## src/mcs_pkg.sv

```systemverilog
// mcs_pkg: constants and word layouts for the maintenance channel select block
// assumes: 16-bit command words, twelve i/o channels, 17-bit bounds addresses
package mcs_pkg;

  // ----------------------------------------------------------------
  // widths and counts
  // ----------------------------------------------------------------
  localparam int WORD_W = 16;
  localparam int NUM_CHAN = 12;
  localparam int ADDR_W = 17;
  localparam int CODE_W = 4;
  localparam int BUF_WORDS = 64;

  // ----------------------------------------------------------------
  // channel select codes
  // ----------------------------------------------------------------
  localparam logic [3:0] CODE_FIRST = 4'h1;
  localparam logic [3:0] CODE_LAST = 4'hc;

  // ----------------------------------------------------------------
  // reset values
  // ----------------------------------------------------------------
  localparam logic [15:0] CMD_RESET = 16'h0000;
  localparam logic [15:0] DIS_RESET = 16'h0000;
  localparam logic [16:0] LOWER_RESET = 17'h00000;
  localparam logic [16:0] UPPER_RESET = 17'h00000;

  // channel command word, msb first
  typedef struct packed {
    logic swap524;
    logic swap262;
    logic phase16;
    logic [3:0] spareHi;
    logic allChan;
    logic [3:0] selRaw;
    logic [1:0] opSpare;
    logic sendFlag;
    logic spare0;
  } mcs_cmd_s;

  // channel disable and bounds word, msb first
  typedef struct packed {
    logic boundsMsb;
    logic upperSel;
    logic spareD;
    logic [11:0] chanOff;
    logic spare0;
  } mcs_dis_s;

  // one bounds limit
  typedef struct packed {
    logic msb;
    logic [15:0] low;
  } mcs_bound_s;

endpackage : mcs_pkg

```

## src/mcs_channel_select.sv

```systemverilog
// mcs_channel_select: command word decode, channel disables and bounds limits
// assumes: maintenance words arrive on sys_clk with one-cycle write strobes;
// channel buffer and memory request strobes come from logic on the same clock
// every output is registered; a word's effect shows two edges after its write
//
// Overview of operation
// - external-flag bit raises flag on selected channel
// - codes one to twelve pick a channel
// - word bit 7 is the code's lsb
// - all-channels bit applies operation to every channel
// - flag tells attached device to autoload
// - first word bit E swaps 262K section
// - first word bit F swaps 524K section
// - second word bits 1-12 are channel disables
// - disabled channel gets no memory references
// - disabled channel still moves buffer data
// - disabled channel buffer wraps at last word
// - second word bit E picks lower/upper bound
// - second word bit F is bound msb
// - bounds address word is low 16 bits
// - hit only strictly between lower and upper
`timescale 1ns/1ps
`default_nettype none

module mcs_channel_select #(
  parameter int NUM_CHAN = mcs_pkg::NUM_CHAN,
  parameter int BUF_WORDS = mcs_pkg::BUF_WORDS,
  parameter int PTR_W = $clog2(BUF_WORDS)
) (
  // clock and reset
  input wire logic sys_clk,
  input wire logic resetn,

  // maintenance channel words
  input wire logic [15:0] cmdData,
  input wire logic cmdWrite,
  input wire logic disWrite,
  input wire logic boundsWrite,

  // external flags, bit 0 is channel 1
  output logic [NUM_CHAN-1:0] extFlag,

  // memory degradation swaps
  output logic swap262,
  output logic swap524,

  // storage access controller
  output logic [NUM_CHAN-1:0] chanDisable,
  input wire logic [NUM_CHAN-1:0] memReq,
  output logic [NUM_CHAN-1:0] memGrant,
  output logic [NUM_CHAN-1:0] memRefused,

  // channel buffers
  input wire logic [NUM_CHAN-1:0] bufMove,
  output logic [NUM_CHAN*PTR_W-1:0] bufAddr,
  output logic [NUM_CHAN-1:0] bufWrapped,

  // bounds limits and probe
  output logic [16:0] lowerBound,
  output logic [16:0] upperBound,
  input wire logic [16:0] probeAddr,
  input wire logic probeValid,
  output logic boundsHit
);

  // ----------------------------------------------------------------
  // decode helpers
  // ----------------------------------------------------------------

  // bit 7 of the word is the lsb, so the raw field is reversed
  function automatic logic [3:0] sel_code(input logic [3:0] raw);
    sel_code = {raw[0], raw[1], raw[2], raw[3]};
  endfunction : sel_code

  // true when the code names channel number chan (1-based)
  function automatic logic code_hits(input logic [3:0] code, input int chan);
    logic inRange;
    inRange = (code >= mcs_pkg::CODE_FIRST) && (code <= mcs_pkg::CODE_LAST);
    code_hits = inRange && (code == 4'(chan));
  endfunction : code_hits

  // true only strictly between the limits; equal to either one is outside
  function automatic logic strictly_inside(input logic [16:0] a, input logic [16:0] lo,
    input logic [16:0] hi);
    strictly_inside = (a > lo) && (a < hi);
  endfunction : strictly_inside

  // ----------------------------------------------------------------
  // incoming word views
  // ----------------------------------------------------------------
  // the write bus read through each word's layout, so no bit position
  // is spelled out by hand further down
  mcs_pkg::mcs_cmd_s cmdIn;
  mcs_pkg::mcs_dis_s disIn;

  assign cmdIn = cmdData;
  assign disIn = cmdData;

  // ----------------------------------------------------------------
  // command word storage
  // ----------------------------------------------------------------
  mcs_pkg::mcs_cmd_s cmdWord;
  mcs_pkg::mcs_dis_s disWord;
  mcs_pkg::mcs_bound_s lowerReg;
  mcs_pkg::mcs_bound_s upperReg;

  always_ff @(posedge sys_clk or negedge resetn) begin
    if (!resetn) begin
      cmdWord <= mcs_pkg::CMD_RESET;
    end else if (cmdWrite) begin
      cmdWord <= cmdIn;
    end
  end

  always_ff @(posedge sys_clk or negedge resetn) begin
    if (!resetn) begin
      disWord <= mcs_pkg::DIS_RESET;
    end else if (disWrite) begin
      disWord <= disIn;
    end
  end

  // ----------------------------------------------------------------
  // bounds limits
  // ----------------------------------------------------------------
  // the msb comes from the disable word and the low half from the
  // bounds word; either may arrive first, each lands in the bound
  // that the selector picks at the time of its own write
  logic writeUpperSel;
  logic lowerMsbWrite;
  logic upperMsbWrite;
  logic lowerLowWrite;
  logic upperLowWrite;

  assign writeUpperSel = disWrite ? disIn.upperSel : disWord.upperSel;
  assign lowerMsbWrite = disWrite && !writeUpperSel;
  assign upperMsbWrite = disWrite && writeUpperSel;
  assign lowerLowWrite = boundsWrite && !writeUpperSel;
  assign upperLowWrite = boundsWrite && writeUpperSel;

  always_ff @(posedge sys_clk or negedge resetn) begin
    if (!resetn) begin
      lowerReg <= mcs_pkg::LOWER_RESET;
    end else begin
      if (lowerMsbWrite) begin
        lowerReg.msb <= disIn.boundsMsb;
      end
      if (lowerLowWrite) begin
        lowerReg.low <= cmdData;
      end
    end
  end

  always_ff @(posedge sys_clk or negedge resetn) begin
    if (!resetn) begin
      upperReg <= mcs_pkg::UPPER_RESET;
    end else begin
      if (upperMsbWrite) begin
        upperReg.msb <= disIn.boundsMsb;
      end
      if (upperLowWrite) begin
        upperReg.low <= cmdData;
      end
    end
  end

  always_ff @(posedge sys_clk or negedge resetn) begin
    if (!resetn) begin
      lowerBound <= mcs_pkg::LOWER_RESET;
    end else begin
      lowerBound <= lowerReg;
    end
  end

  always_ff @(posedge sys_clk or negedge resetn) begin
    if (!resetn) begin
      upperBound <= mcs_pkg::UPPER_RESET;
    end else begin
      upperBound <= upperReg;
    end
  end

  // strict on both sides: an address equal to a limit is not a hit
  always_ff @(posedge sys_clk or negedge resetn) begin
    if (!resetn) begin
      boundsHit <= 1'b0;
    end else begin
      boundsHit <= probeValid && strictly_inside(probeAddr, lowerReg, upperReg);
    end
  end

  // ----------------------------------------------------------------
  // memory degradation swaps
  // ----------------------------------------------------------------
  always_ff @(posedge sys_clk or negedge resetn) begin
    if (!resetn) begin
      swap262 <= 1'b0;
    end else begin
      swap262 <= cmdWord.swap262;
    end
  end

  always_ff @(posedge sys_clk or negedge resetn) begin
    if (!resetn) begin
      swap524 <= 1'b0;
    end else begin
      swap524 <= cmdWord.swap524;
    end
  end

  // ----------------------------------------------------------------
  // per-channel logic
  // ----------------------------------------------------------------
  // only the external-flag bit drives anything; the other op bits, the
  // phase bit and the spare fields are stored but never read
  logic [3:0] code;
  assign code = sel_code(cmdWord.selRaw);

  genvar ch;
  generate
    for (ch = 0; ch < NUM_CHAN; ch++) begin : g_chan
      logic [PTR_W-1:0] ptr;
      logic atLast;
      logic chosen;
      logic flagNow;
      logic [PTR_W-1:0] next_ptr;

      // channel numbers are 1-based on the select code
      assign chosen = cmdWord.allChan || code_hits(code, ch + 1);
      assign atLast = (ptr == PTR_W'(BUF_WORDS - 1));
      assign flagNow = cmdWord.sendFlag && chosen;

      // level flag: held while the op bit stays set; the device reads
      // it as an autoload request
      always_ff @(posedge sys_clk or negedge resetn) begin
        if (!resetn) begin
          extFlag[ch] <= 1'b0;
        end else begin
          extFlag[ch] <= flagNow;
        end
      end

      always_ff @(posedge sys_clk or negedge resetn) begin
        if (!resetn) begin
          chanDisable[ch] <= 1'b0;
        end else begin
          chanDisable[ch] <= disWord.chanOff[ch];
        end
      end

      // grants follow the stored disable so no request slips through
      // in the cycle the disable output itself updates
      always_ff @(posedge sys_clk or negedge resetn) begin
        if (!resetn) begin
          memGrant[ch] <= 1'b0;
        end else begin
          memGrant[ch] <= memReq[ch] && !disWord.chanOff[ch];
        end
      end

      always_ff @(posedge sys_clk or negedge resetn) begin
        if (!resetn) begin
          memRefused[ch] <= 1'b0;
        end else begin
          memRefused[ch] <= memReq[ch] && disWord.chanOff[ch];
        end
      end

      // buffer pointer runs regardless of the disable; wraps to start
      // instead of running past the end of the buffer area
      always_comb begin
        next_ptr = ptr;
        if (bufMove[ch]) begin
          next_ptr = atLast ? '0 : ptr + 1'b1;
        end
      end

      always_ff @(posedge sys_clk or negedge resetn) begin
        if (!resetn) begin
          ptr <= '0;
        end else begin
          ptr <= next_ptr;
        end
      end

      always_ff @(posedge sys_clk or negedge resetn) begin
        if (!resetn) begin
          bufWrapped[ch] <= 1'b0;
        end else begin
          bufWrapped[ch] <= bufMove[ch] && atLast;
        end
      end

      assign bufAddr[ch*PTR_W +: PTR_W] = ptr;
    end
  endgenerate

endmodule : mcs_channel_select

`default_nettype wire

```

## config.mk

```make
export PLATFORM = sky130hd
export DESIGN_NAME = mcs_channel_select
export DESIGN_NICKNAME = d
export VERILOG_FILES = /design/src/mcs_pkg.sv /design/src/mcs_channel_select.sv
export SDC_FILE = /design/constraint.sdc
export NUM_CORES = 1
export LEC_CHECK = 0
export ABC_AREA = 1
export BUFFER_PORTS_ARGS = -buffer_cell sky130_fd_sc_hd__buf_2
export CORE_UTILIZATION = 40
export CTS_CLUSTER_SIZE = 25
export DETAILED_ROUTE_END_ITERATION = 8
export SKIP_CTS_REPAIR_TIMING = 1
export SKIP_LAST_GASP = 1
export SYNTH_ARGS = -nofsm -noshare
export SYNTH_HDL_FRONTEND = slang
export SYNTH_SLANG_ARGS = --single-unit
```

## constraint.sdc

```tcl
create_clock -name sys_clk -period 2.9 [get_ports sys_clk]
set_input_delay 0.435 -clock sys_clk [delete_from_list [all_inputs] [get_ports sys_clk]]
set_output_delay 0.435 -clock sys_clk [all_outputs]
set_load 0.03 [all_outputs]
```

Word-level counts from Yosys, hierarchy flattened

Cells that the tools add are included.

Add/subtract/negate cells: 12
Multiply operators: 0
Divide/modulo/power cells: 0
$lt $le $gt $ge: 4
Equality and inequality tests: 24
Shift operators: 0
Multiplexer cells: 13
Bitwise gates (word level): 0
Reduce and logical (&&, ||, !) cells: 92

Operators by type and width:

| cell                  | number |
|---|---|
| $add A6 B1 Y6 const B | 12 |
| $eq A6 B6 Y1 const B  | 12 |
| $mux W6               | 12 |
| $logic_and A1 B1 Y1   | 67 |
| $eq A4 B4 Y1 const B  | 5 |
| $gt A17 B17 Y1        | 1 |
| $lt A17 B17 Y1        | 1 |
| $eq A4 B3 Y1 const B  | 4 |
| $logic_not A1 Y1      | 13 |
| $logic_or A1 B1 Y1    | 12 |
| $eq A4 B2 Y1 const B  | 2 |
| $eq A4 B1 Y1 const B  | 1 |
| $ge A4 B1 Y1 const B  | 1 |
| $le A4 B4 Y1 const B  | 1 |
| $mux W1               | 1 |

Register bits: 224
Latch bits: 0
Bits in writable memories: 0
ROM bits: 0
Input bits: 63
Output and inout port bits: 169
Word-level logic and storage cells: 233
Memories: 0

Longest topological paths before layout

Gate-level depths: netlist (run 1).

Depth after elaboration: 5
Mapped depth: 11
Depth with buffers taken out: 11

Worst setup path after synthesis (run 1)

Ideal clock, no wire load.

Path type: reg-to-reg
Start: register g_chan[6].ptr[0]
End: register g_chan[6].ptr[0]
Setup time: 0.124 ns
Arrival time: 1.288 ns
Required time: 2.776 ns
Slack: 1.487 ns
Stages on the path, launching flop included: 7
Path buffers: 0
Period minus slack after synthesis: 1.413 ns
Cells stage by stage: dfrtp_1 > ha_1 > inv_1 > nor3_1 > inv_1 > nor2_1 > nor3b_1

Word-level cells in the longest chain between the ends: 2
Elaborated cells between the ends (all ways): 3
Those cells by class: 1 x add/sub; 1 x eq/ne; 1 x mux

RTL lines:

| item                                          | line                                                 | RTL |
|---|---|---|
| start, declared                               | mcs_channel_select.sv:222                            | `logic [PTR_W-1:0] ptr;` |
| start signal, assigned                        | mcs_channel_select.sv:282                            | `ptr <= next_ptr;` |
| $add A6 B1 Y6 or $eq A6 B6 Y1 (tied branches) | mcs_channel_select.sv:274, mcs_channel_select.sv:230 |  |
| $mux W6 (*)                                   | mcs_channel_select.sv:274                            | `next_ptr = atLast ? '0 : ptr + 1'b1;` |

Mark *: on every way between the ends. The rest lies on a longest branch, timed or not.
A chain may end at the register's enable or synchronous reset.

Worst setup path in the final report (run 1)

Start: register g_chan[5].ptr[4]
End: output port bufAddr[34]

RTL lines:

| item                   | line                      | RTL |
|---|---|---|
| start, declared        | mcs_channel_select.sv:222 |  |
| start signal, assigned | mcs_channel_select.sv:282 |  |
| end, declared          | mcs_channel_select.sv:55  | `output logic [NUM_CHAN*PTR_W-1:0] bufAddr,` |

No word-level cell between the ends.

==> summary.txt, run 1 <==
Status
  – Status: finished clean

Routing
  – Drt wl/cell: 13.6 µm
  – Residual DRC: 0
  – Final ANT Viol Nets: 0
  – Routed vias/inst: 4.58
  – Drt first pass iters: 4
  – Initial DRC count: 260
  – WL final: 19.5 mm
  – Via count: 6554

CTS
  – CTS tree: built
  – CTS sink count: 224
  – CTS Root Cell: clkbuf_16
  – Total CTS buffers: 26
  – Clock Path Buffers: 3
  – Htree depth: 1
  – Clk Latency, worst-skew pair: 0.51 ns
  – Clock Pin Slew Worst Setup and Hold Paths: 0.06 ns

Pwr
  – Leak: 6.08 nW
  – Max IR drop VDD: 0.446 mV
  – Pwr/cell area: 959 mW/mm²

Logic synthesis
  – Synth Area in Adders: 0.0616
  – Mapped cell area: 0.00914 mm²
  – Post-synthesis async set-or-reset flop share: 1.00
  – Yosys warns: 0
  – Synthesized flop and latch total: 224
  – Syn_nets: 986
  – Most common cell in the netlist: dfrtp_1
  – Yosys top cell area share: 0.613
  – Post-synthesis mux area share: 0.0152
  – Largest area contributor in the synthesized netlist: dfrtp_1
  – Post-Synthesis Mean Instance Area: 10.4 µm²
  – Post-synth EDFFs: 0
  – Commonest cells post-synth: 224 x dfrtp_1, 160 x nand2_1, 125 x inv_1
  – Simple-gate area share of the yosys netlist: 0.162
  – Leading post-synthesis cells by cell area: dfrtp_1 61%, nand2_1 6.6%, ha_1 6.2%, inv_1 5.1%, nor2_1 4.6%
  – Main synth FF type: dfrtp_1
  – Library cells used by synthesis: 32
  – Seq/Total Area, Yosys: 0.613
  – Synth Area in Compound Gates: 0.0606
  – Post-Synthesis Cells: 878
  – Post-synthesis xor/xnor area fraction: 0.0259
  – Combinational family with the most area after synthesis: simple AND/OR/NAND/NOR gates

STA
  – Fin crit period: 1.60 ns
  – Clock Skews: 0.00704 ns
  – Slew Limit Headroom: 0.598
  – WHS: 0.123 ns
  – RSZ-0062 raised after global routing: no
  – Setup Total Neg Slack: 0 ns
  – Endpoints failing hold: 0
  – Slew @ Worst Pin: 0.604 ns
  – Final worst path period share: 0.552
  – Setup Viol. Count Final: 0
  – Setup ws final: 1.30 ns
  – Final Max Tran Viols: 0
  – Max Freq: 624 MHz

Global routing
  – First-pass GRT wire length: 33.1 mm
  – GRT Resource Usage Total: 0.173
  – Antenna violations before repair: 3
  – Total gr overflow: 0
  – Number of global-route vias before repair: 6534
  – Largest net degree at the start of global routing: 78

Run
  – Max-cap violation count: 0

Place
  – Gpl congestion: 0.812
  – Post-DP HPWL: 14.3 mm
  – PortBufs: 231
  – Placed Instance Area: 0.0106 mm²
  – Pre-CTS WS: 0.941 ns

Setup path
  – Slowest cell on crit path: dfrtp_1
  – Critical path arrival: 1.17 ns
  – Crit path kind: reg2out
  – Critical Path Max Stage Delay: 0.43 ns
  – Startpoint Class: flip-flop
  – Top delay family on crit path: flip-flops
  – Crit path buf inv count: 1
  – CP Capture Type: output port
  – Peak fanout along the critical path: 4
  – CP Cell Sequence: buf_2
  – WP data required: 2.47 ns
  – Setup slack, reg-to-reg: 1.35 ns

Floorplanning
  – Boundary pin count: 232
  – Die height: 153 µm
  – Chip width: 153 µm
  – Core area: 0.0221 mm²
  – Die area: 0.0235 mm²
  – Starting Density: 0.414
  – FP Rows: 54

Cells and area
  – Reg area: 0.00561 mm²
  – Area of the multi-input gates: 0.00297 mm²
  – Finished Core Util: 0.521
  – Area Overhead vs Synth: 25.8%
  – Layout Nets: 1240
  – Layout cells sized above 1: 0.270
  – Fill count: 2042
  – Design Area, Final: 0.0115 mm²

Hold path
  – Worst min path class: in2reg
[routing by layer]
layer  part of all wire  vias to the layer above  GRT usage
met3              0.053                       32     0.0343
met5            0.00067                        -          0
li1                   -                     3292          -
met1               0.47                     3067      0.236
met2               0.46                      161      0.281
met4              0.019                        2     0.0471
[flip-flops by register name (all words and copies together) (netlist names)]
signal,count
disWord,13
swap524,1
lowerBound,17
upperBound,17
swap262,1
bufWrapped,12
upperReg,17
boundsHit,1
g_chan.ptr,72
memGrant,12
lowerReg,17
memRefused,12
chanDisable,12
extFlag,12
cmdWord,8
[per-stage QoR]
| stage | power (mW) | std cells |
|---|---|---|
| 3_3_place_gp | 7.87 | 1383 |
| 3_5_place_dp | 7.93 | 1383 |
| 2_1_floorplan | 6.79 | 878 |
| 5_1_grt | 11.7 | 1432 |
| 4_1_cts | 11.2 | 1430 |
| 6_report | 11.0 | 1432 |
[path summary, 6_finish.rpt]
path	from	end	depth (start not counted)
worst max-delay path	g_chan[5].ptr[4]$_DFFE_PN0P_	bufAddr[34]	1
worst min-delay path	memReq[6]	memRefused[6]$_DFF_PN0_	3
worst max register to register	upperReg[16]$_DFFE_PN0P_	boundsHit$_DFF_PN0_	8
worst min register to register	lowerReg[4]$_DFFE_PN0P_	lowerBound[4]$_DFF_PN0_	0
max in group asynchronous	resetn	chanDisable[8]$_DFF_PN0_	3
min in group asynchronous	resetn	upperBound[13]$_DFF_PN0_	2
[final cells by class]
type / count / area share
Antenna cell: 1 / 0.000218
Clock buffer: 41 / 0.0694
Clock inverter: 6 / 0.00479
Inverter: 125 / 0.0408
Multi-Input combinational cell: 517 / 0.259
Sequential cell: 224 / 0.487
Tap cell: 280 / 0.0305
Timing Repair Buffer: 238 / 0.108
[where the power goes]
group	leakage (nW)	internal, mW	switching (mW)	total, mW
logic	2.94	1.09	2.32	3.40
registers	2.71	3.84	0.593	4.43
clock network	0.425	1.96	1.23	3.20
[cells by family after synthesis]
group | count (synthesis)
and+or+nand+nor | 339
buffers and inverters | 137
muxes | 12
adders and majority gates | 45
AOI/OAI and AO/OA | 94
xor gates and xnor gates | 27
DFF | 224
[layout by cell type, fill, tap and decap left out, drive strengths merged]
cell	Yosys	routed
dlygate4sd3	0	1
o21bai	1	1
ha	45	45
dfrtp	224	224
diode	0	1
bufinv	0	1
a31oi	2	2
clkinv	0	5
nor3	15	15
nand3	8	8
clkbuf	4	41
a21boi	1	1
o22ai	1	1
mux2	12	12
and3	1	1
xnor2	11	11
nor3b	30	30
nor2	112	112
a21o	3	3
o21ai	49	49
xor2	16	16
nand4	11	11
a21oi	37	37
buf	8	237
nand2	162	162
inv	125	125
Note: power is estimated with default switching activity, not from simulation.
==> run 2: changes to the inputs <==
- clock period: 2.9 -> 1.48 ns (I/O delays scaled with it)
==> run 2 against run 1 <==
Compared with the run above: the run now ends with negative hold slack left; register-to-register slack worse by 1.2 ns; combinational power is 100% higher; setup slack got worse by 1.2 ns; sequential share of layout area down 1.3 points; flip-flop and latch count unchanged; first-iteration DRC count fell by 6.5%; critical endpoint is now bufAddr[16]; highest routed layer unchanged; largest power group unchanged.
==> summary.txt, run 2 (synthesis results as in run 1) <==
CTS
  – Htree depth: 1
  – Clock Pin Slew Worst Setup and Hold Paths: 0.06 ns
  – CTS sink count: 224
  – Clk Latency, worst-skew pair: 0.51 ns
  – CTS Root Cell: clkbuf_16
  – CTS tree: built
  – Clock Path Buffers: 3
  – Total CTS buffers: 25

Setup path
  – Peak fanout along the critical path: 4
  – FF-to-FF path depth: 9
  – Startpoint Class: flip-flop
  – Critical path depth: 1
  – Crit path buf inv count: 1
  – Setup slack, reg-to-reg: 0.11 ns
  – Worst R2R End: boundsHit$_DFF_PN0_
  – CP Capture Type: output port
  – Crit path kind: reg2out
  – WP data required: 1.26 ns
  – FF-to-FF Start: upperReg[4]$_DFFE_PN0P_
  – Critical path arrival: 1.15 ns
  – Critical Path Max Stage Delay: 0.42 ns
  – Top delay family on crit path: flip-flops
  – CP Cell Sequence: buf_2
  – Slowest cell on crit path: dfrtp_1

Global routing
  – Largest net degree at the start of global routing: 52
  – Antenna violations before repair: 2
  – GRT Resource Usage Total: 0.173
  – Total gr overflow: 0
  – Number of global-route vias before repair: 6431
  – First-pass GRT wire length: 32.7 mm

Pwr
  – Leak: 6.20 nW
  – Total Power: 21.1 mW
  – Seq pwr share: 0.412
  – Switching Fraction: 0.383
  – Switching Power: 8.08 mW
  – Clock power frac: 0.263
  – Pwr/cell area: 1790 mW/mm²
  – Combinational power share: 0.326
  – Max IR drop VDD: 0.792 mV
  – P_int: 13.0 mW

Cells and area
  – Most frequent cells in the layout: 230 x buf_2, 224 x dfrtp_1, 157 x nand2_1
  – N_diodes: 0
  – Layout Nets: 1280
  – Max reg flops: 72
  – Biggest register: g_chan.ptr
  – Area Overhead vs Synth: 29.3%
  – Most common cell after layout, fill and taps aside: buf_2
  – Layout cells sized above 1: 0.282
  – Finished Core Util: 0.535

Routing
  – Residual DRC: 0
  – Via count: 6747
  – Drt first pass iters: 4
  – Drt wl/cell: 13.7 µm
  – WL final: 20.1 mm
  – Final ANT Viol Nets: 0
  – Routed vias/inst: 4.60
  – Initial DRC count: 243

STA
  – Endpoints failing hold: 3
  – Slew @ Worst Pin: 0.458 ns
  – Max Freq: 729 MHz
  – Fin crit period: 1.37 ns
  – Setup Viol. Count Final: 0
  – Clock Skews: 0.00869 ns
  – Final Max Tran Viols: 0
  – WHS: -0.0155 ns
  – Slew Limit Headroom: 0.692
  – Final worst path period share: 0.926

Floorplanning
  – Starting Density: 0.414
  – Die height: 153 µm
  – Chip width: 153 µm
  – Boundary pin count: 232
  – Die area: 0.0235 mm²
  – FP Rows: 54
  – Core area: 0.0221 mm²

Status
  – Failing checks: negative hold slack
  – Status: finished, violations left

Place
  – Post-DP HPWL: 14.9 mm
  – PortBufs: 231
  – Gpl congestion: 0.805

Run
  – Max-cap violation count: 0

Hold path
  – Hold path endpoint: g_chan[10].ptr[1]$_DFFE_PN0P_
  – Hold path depth: 2
  – Worst min path class: in2reg
  – Hold wc startpoint: bufMove[10]
==> run 2: power groups by stage <==
stage	Clock [mW]	Sequential, mW	Combinational, mW
floorplan	0	11.0	2.32
global placement	0	8.77	6.71
detailed placement	0	8.80	6.81
CTS	5.72	8.70	6.83
global route	5.98	8.90	7.51
finish	5.54	8.69	6.87
==> run 2: worst max-delay path by stage <==
stage	start	endpoint
5_1_grt	lowerReg[3]$_DFFE_PN0P_	boundsHit$_DFF_PN0_
4_1_cts	lowerReg[8]$_DFFE_PN0P_	boundsHit$_DFF_PN0_
3_3_place_gp	upperReg[16]$_DFFE_PN0P_	boundsHit$_DFF_PN0_
6_report	g_chan[2].ptr[4]$_DFFE_PN0P_	bufAddr[16]
2_1_floorplan	g_chan[6].ptr[0]$_DFFE_PN0P_	g_chan[6].ptr[0]$_DFFE_PN0P_
3_5_place_dp	upperReg[16]$_DFFE_PN0P_	boundsHit$_DFF_PN0_
==> run 2: layout make-up <==
| type | instances | area [µm²] |
|---|---|---|
| fill | 2032 | 10300 |
| sequential | 224 | 5610 |
| multi-input combinational | 517 | 3030 |
| timing repair buffer | 279 | 1640 |
| clock buffer | 37 | 701 |
| inverter | 125 | 469 |
| tap | 280 | 350 |
| clock inverter | 4 | 22.5 |
==> run 2: through the flow <==
step	std cells	setup slack (ns)	hold slack, ns	instance area [µm²]	TNS [ns]
final	1466	0.109	-0.0155	11800	0
after global routing	1466	-0.00858	0.00267	11800	-0.00858
after CTS	1437	0.0220	-0.367	11500	0
after detailed placement	1396	0.0451	0.174	10800	0
after global placement	1396	0.0619	0.175	10800	0
after floorplan	878	0.0674	-0.0736	9140	0
==> run 2: layer usage <==
metal	up-vias	share of wire	track usage
met5	-	0.00050	0
met4	2	0.015	0.0394
met3	29	0.054	0.0363
met2	158	0.47	0.288
met1	3198	0.46	0.231
li1	3360	-	-
==> run 3: changes to the inputs <==
- PLACE_DENSITY_LB_ADDON: unset -> 0.15
==> run 3 against run 2 <==
Compared with the run above: the flow still finishes with violations (negative hold slack); global-route usage hardly changed; cell area increased by 1.2%; wire length down 1.2%; non-clock buffer count shrank 4; critical path depth rose by 8; power grew 5.0%; setup slack lost 0.049 ns.
==> summary.txt, run 3 (synthesis results as in run 1) <==
Floorplanning
  – Core area: 0.0221 mm²
  – Die height: 153 µm
  – FP Rows: 54
  – Chip width: 153 µm
  – Die area: 0.0235 mm²
  – Starting Density: 0.414
  – Boundary pin count: 232

Cells and area
  – Reg area: 0.00561 mm²
  – Most frequent cells in the layout: 230 x buf_2, 224 x dfrtp_1, 160 x nand2_1
  – Max reg flops: 72
  – Design Area, Final: 0.0120 mm²
  – Area of the multi-input gates: 0.00301 mm²
  – Area Overhead vs Synth: 30.9%
  – Non-Filler Instances: 1467
  – Layout cells sized above 1: 0.278
  – Biggest register: g_chan.ptr
  – Most common cell after layout, fill and taps aside: buf_2
  – Layout Nets: 1277
  – Fill count: 2000
  – Finished Core Util: 0.541

Routing
  – WL final: 19.9 mm
  – Routed vias/inst: 4.56
  – Initial DRC count: 264
  – Via count: 6693
  – Residual DRC: 0
  – Drt wl/cell: 13.6 µm
  – Drt first pass iters: 5
  – Final ANT Viol Nets: 0

STA
  – Slew @ Worst Pin: 0.415 ns
  – Setup Viol. Count Final: 0
  – Final Max Tran Viols: 0
  – Setup Total Neg Slack: 0 ns
  – Max Freq: 704 MHz
  – WHS: -0.0147 ns
  – Setup ws final: 0.0602 ns
  – Slew Limit Headroom: 0.721
  – Clock Skews: 0.0143 ns
  – Endpoints failing hold: 3
  – Final worst path period share: 0.959
  – Fin crit period: 1.42 ns

Setup path
  – Critical path arrival: 1.83 ns
  – Peak fanout along the critical path: 3
  – CP Capture Type: flip-flop
  – Crit path kind: reg2reg
  – CP Cell Sequence: inv_1 -> ha_4 -> nand2_1 -> nor2_2 -> nand3_2 -> nor2_2 -> nor2_1 -> nand3_1 -> nor2_1
  – WP data required: 1.89 ns
  – Startpoint Class: flip-flop
  – Slowest cell on crit path: dfrtp_1
  – Critical Path Max Stage Delay: 0.37 ns

Global routing
  – Total gr overflow: 0
  – Number of global-route vias before repair: 6480
  – GRT Resource Usage Total: 0.173
  – Largest net degree at the start of global routing: 59
  – Antenna violations before repair: 2
  – First-pass GRT wire length: 32.8 mm

CTS
  – Clock Path Buffers: 3
  – CTS sink count: 224
  – CTS Root Cell: clkbuf_16
  – Clock Pin Slew Worst Setup and Hold Paths: 0.06 ns
  – CTS tree: built
  – Clk Latency, worst-skew pair: 0.52 ns
  – Total CTS buffers: 26
  – Htree depth: 1

Place
  – PortBufs: 231
  – Post-DP HPWL: 14.6 mm
  – Pre-CTS WS: 0.0644 ns
  – Gpl congestion: 0.827
  – DP Cell Count: 1391
  – Placed Instance Area: 0.0107 mm²

Pwr
  – Pwr/cell area: 1850 mW/mm²
  – Max IR drop VDD: 1.02 mV
  – Leak: 6.26 nW
  – Total Power: 22.2 mW

Run
  – Max-cap violation count: 0

Status
  – Failing checks: negative hold slack
  – Status: finished, violations left

Hold path
  – Worst min path class: in2reg
-- run 3: cell count changes in the layout (fill, tap and decap cells not counted), moves of 5 or more --
cell           change
dlygate4sd3_1      +6
clkbuf_8           +5
clkbuf_1           -6
buf_4              -9
-- run 3: per-layer routing --
metal  part of all wire  GRT usage  vias to the layer above
li1                   -          -                     3371
met1               0.46      0.235                     3119
met2               0.46      0.276                      174
met3              0.063     0.0414                       27
met4              0.019     0.0491                        2
met5            0.00040          0                        -
-- run 3: final cells by class --
class,count,area share
Clock inverter,7,0.0100
Multi-Input combinational cell,517,0.251
Sequential cell,224,0.469
Antenna cell,1,0.000209
Inverter,125,0.0392
Tap cell,280,0.0293
Clock buffer,38,0.0666
Timing Repair Buffer,275,0.135
-- run 3: worst paths after layout --
check | depth (start not counted) | from | slack (ns) | to
max | 9 | upperReg[2]$_DFFE_PN0P_ | 0.06 | boundsHit$_DFF_PN0_
min | 3 | cmdData[5] | -0.01 | lowerReg[5]$_DFFE_PN0P_
max reg2reg | 9 | upperReg[2]$_DFFE_PN0P_ | 0.06 | boundsHit$_DFF_PN0_
min reg2reg | 0 | lowerReg[3]$_DFFE_PN0P_ | 0.37 | lowerBound[3]$_DFF_PN0_
max in group asynchronous | 3 | resetn | 0.69 | lowerBound[5]$_DFF_PN0_
min in group asynchronous | 2 | resetn | 0.17 | g_chan[9].ptr[0]$_DFFE_PN0P_
-- run 3: worst max-delay path: cells and delay by family, from the launching register on --
kind                     cells  cell delay [ns]
flip-flops                   1             0.37
adder cells (fa/ha/maj)      1             0.27
buffers and inverters        1             0.09
AND/OR/NAND/NOR              7             0.59
-- run 3: power breakdown --
part	leakage (nW)	total [mW]	switching, mW	internal [mW]
registers	2.71	8.70	1.17	7.53
logic	3.11	6.78	4.56	2.21
clock network	0.449	6.68	2.45	4.23
total	6.26	22.2	8.18	14.0
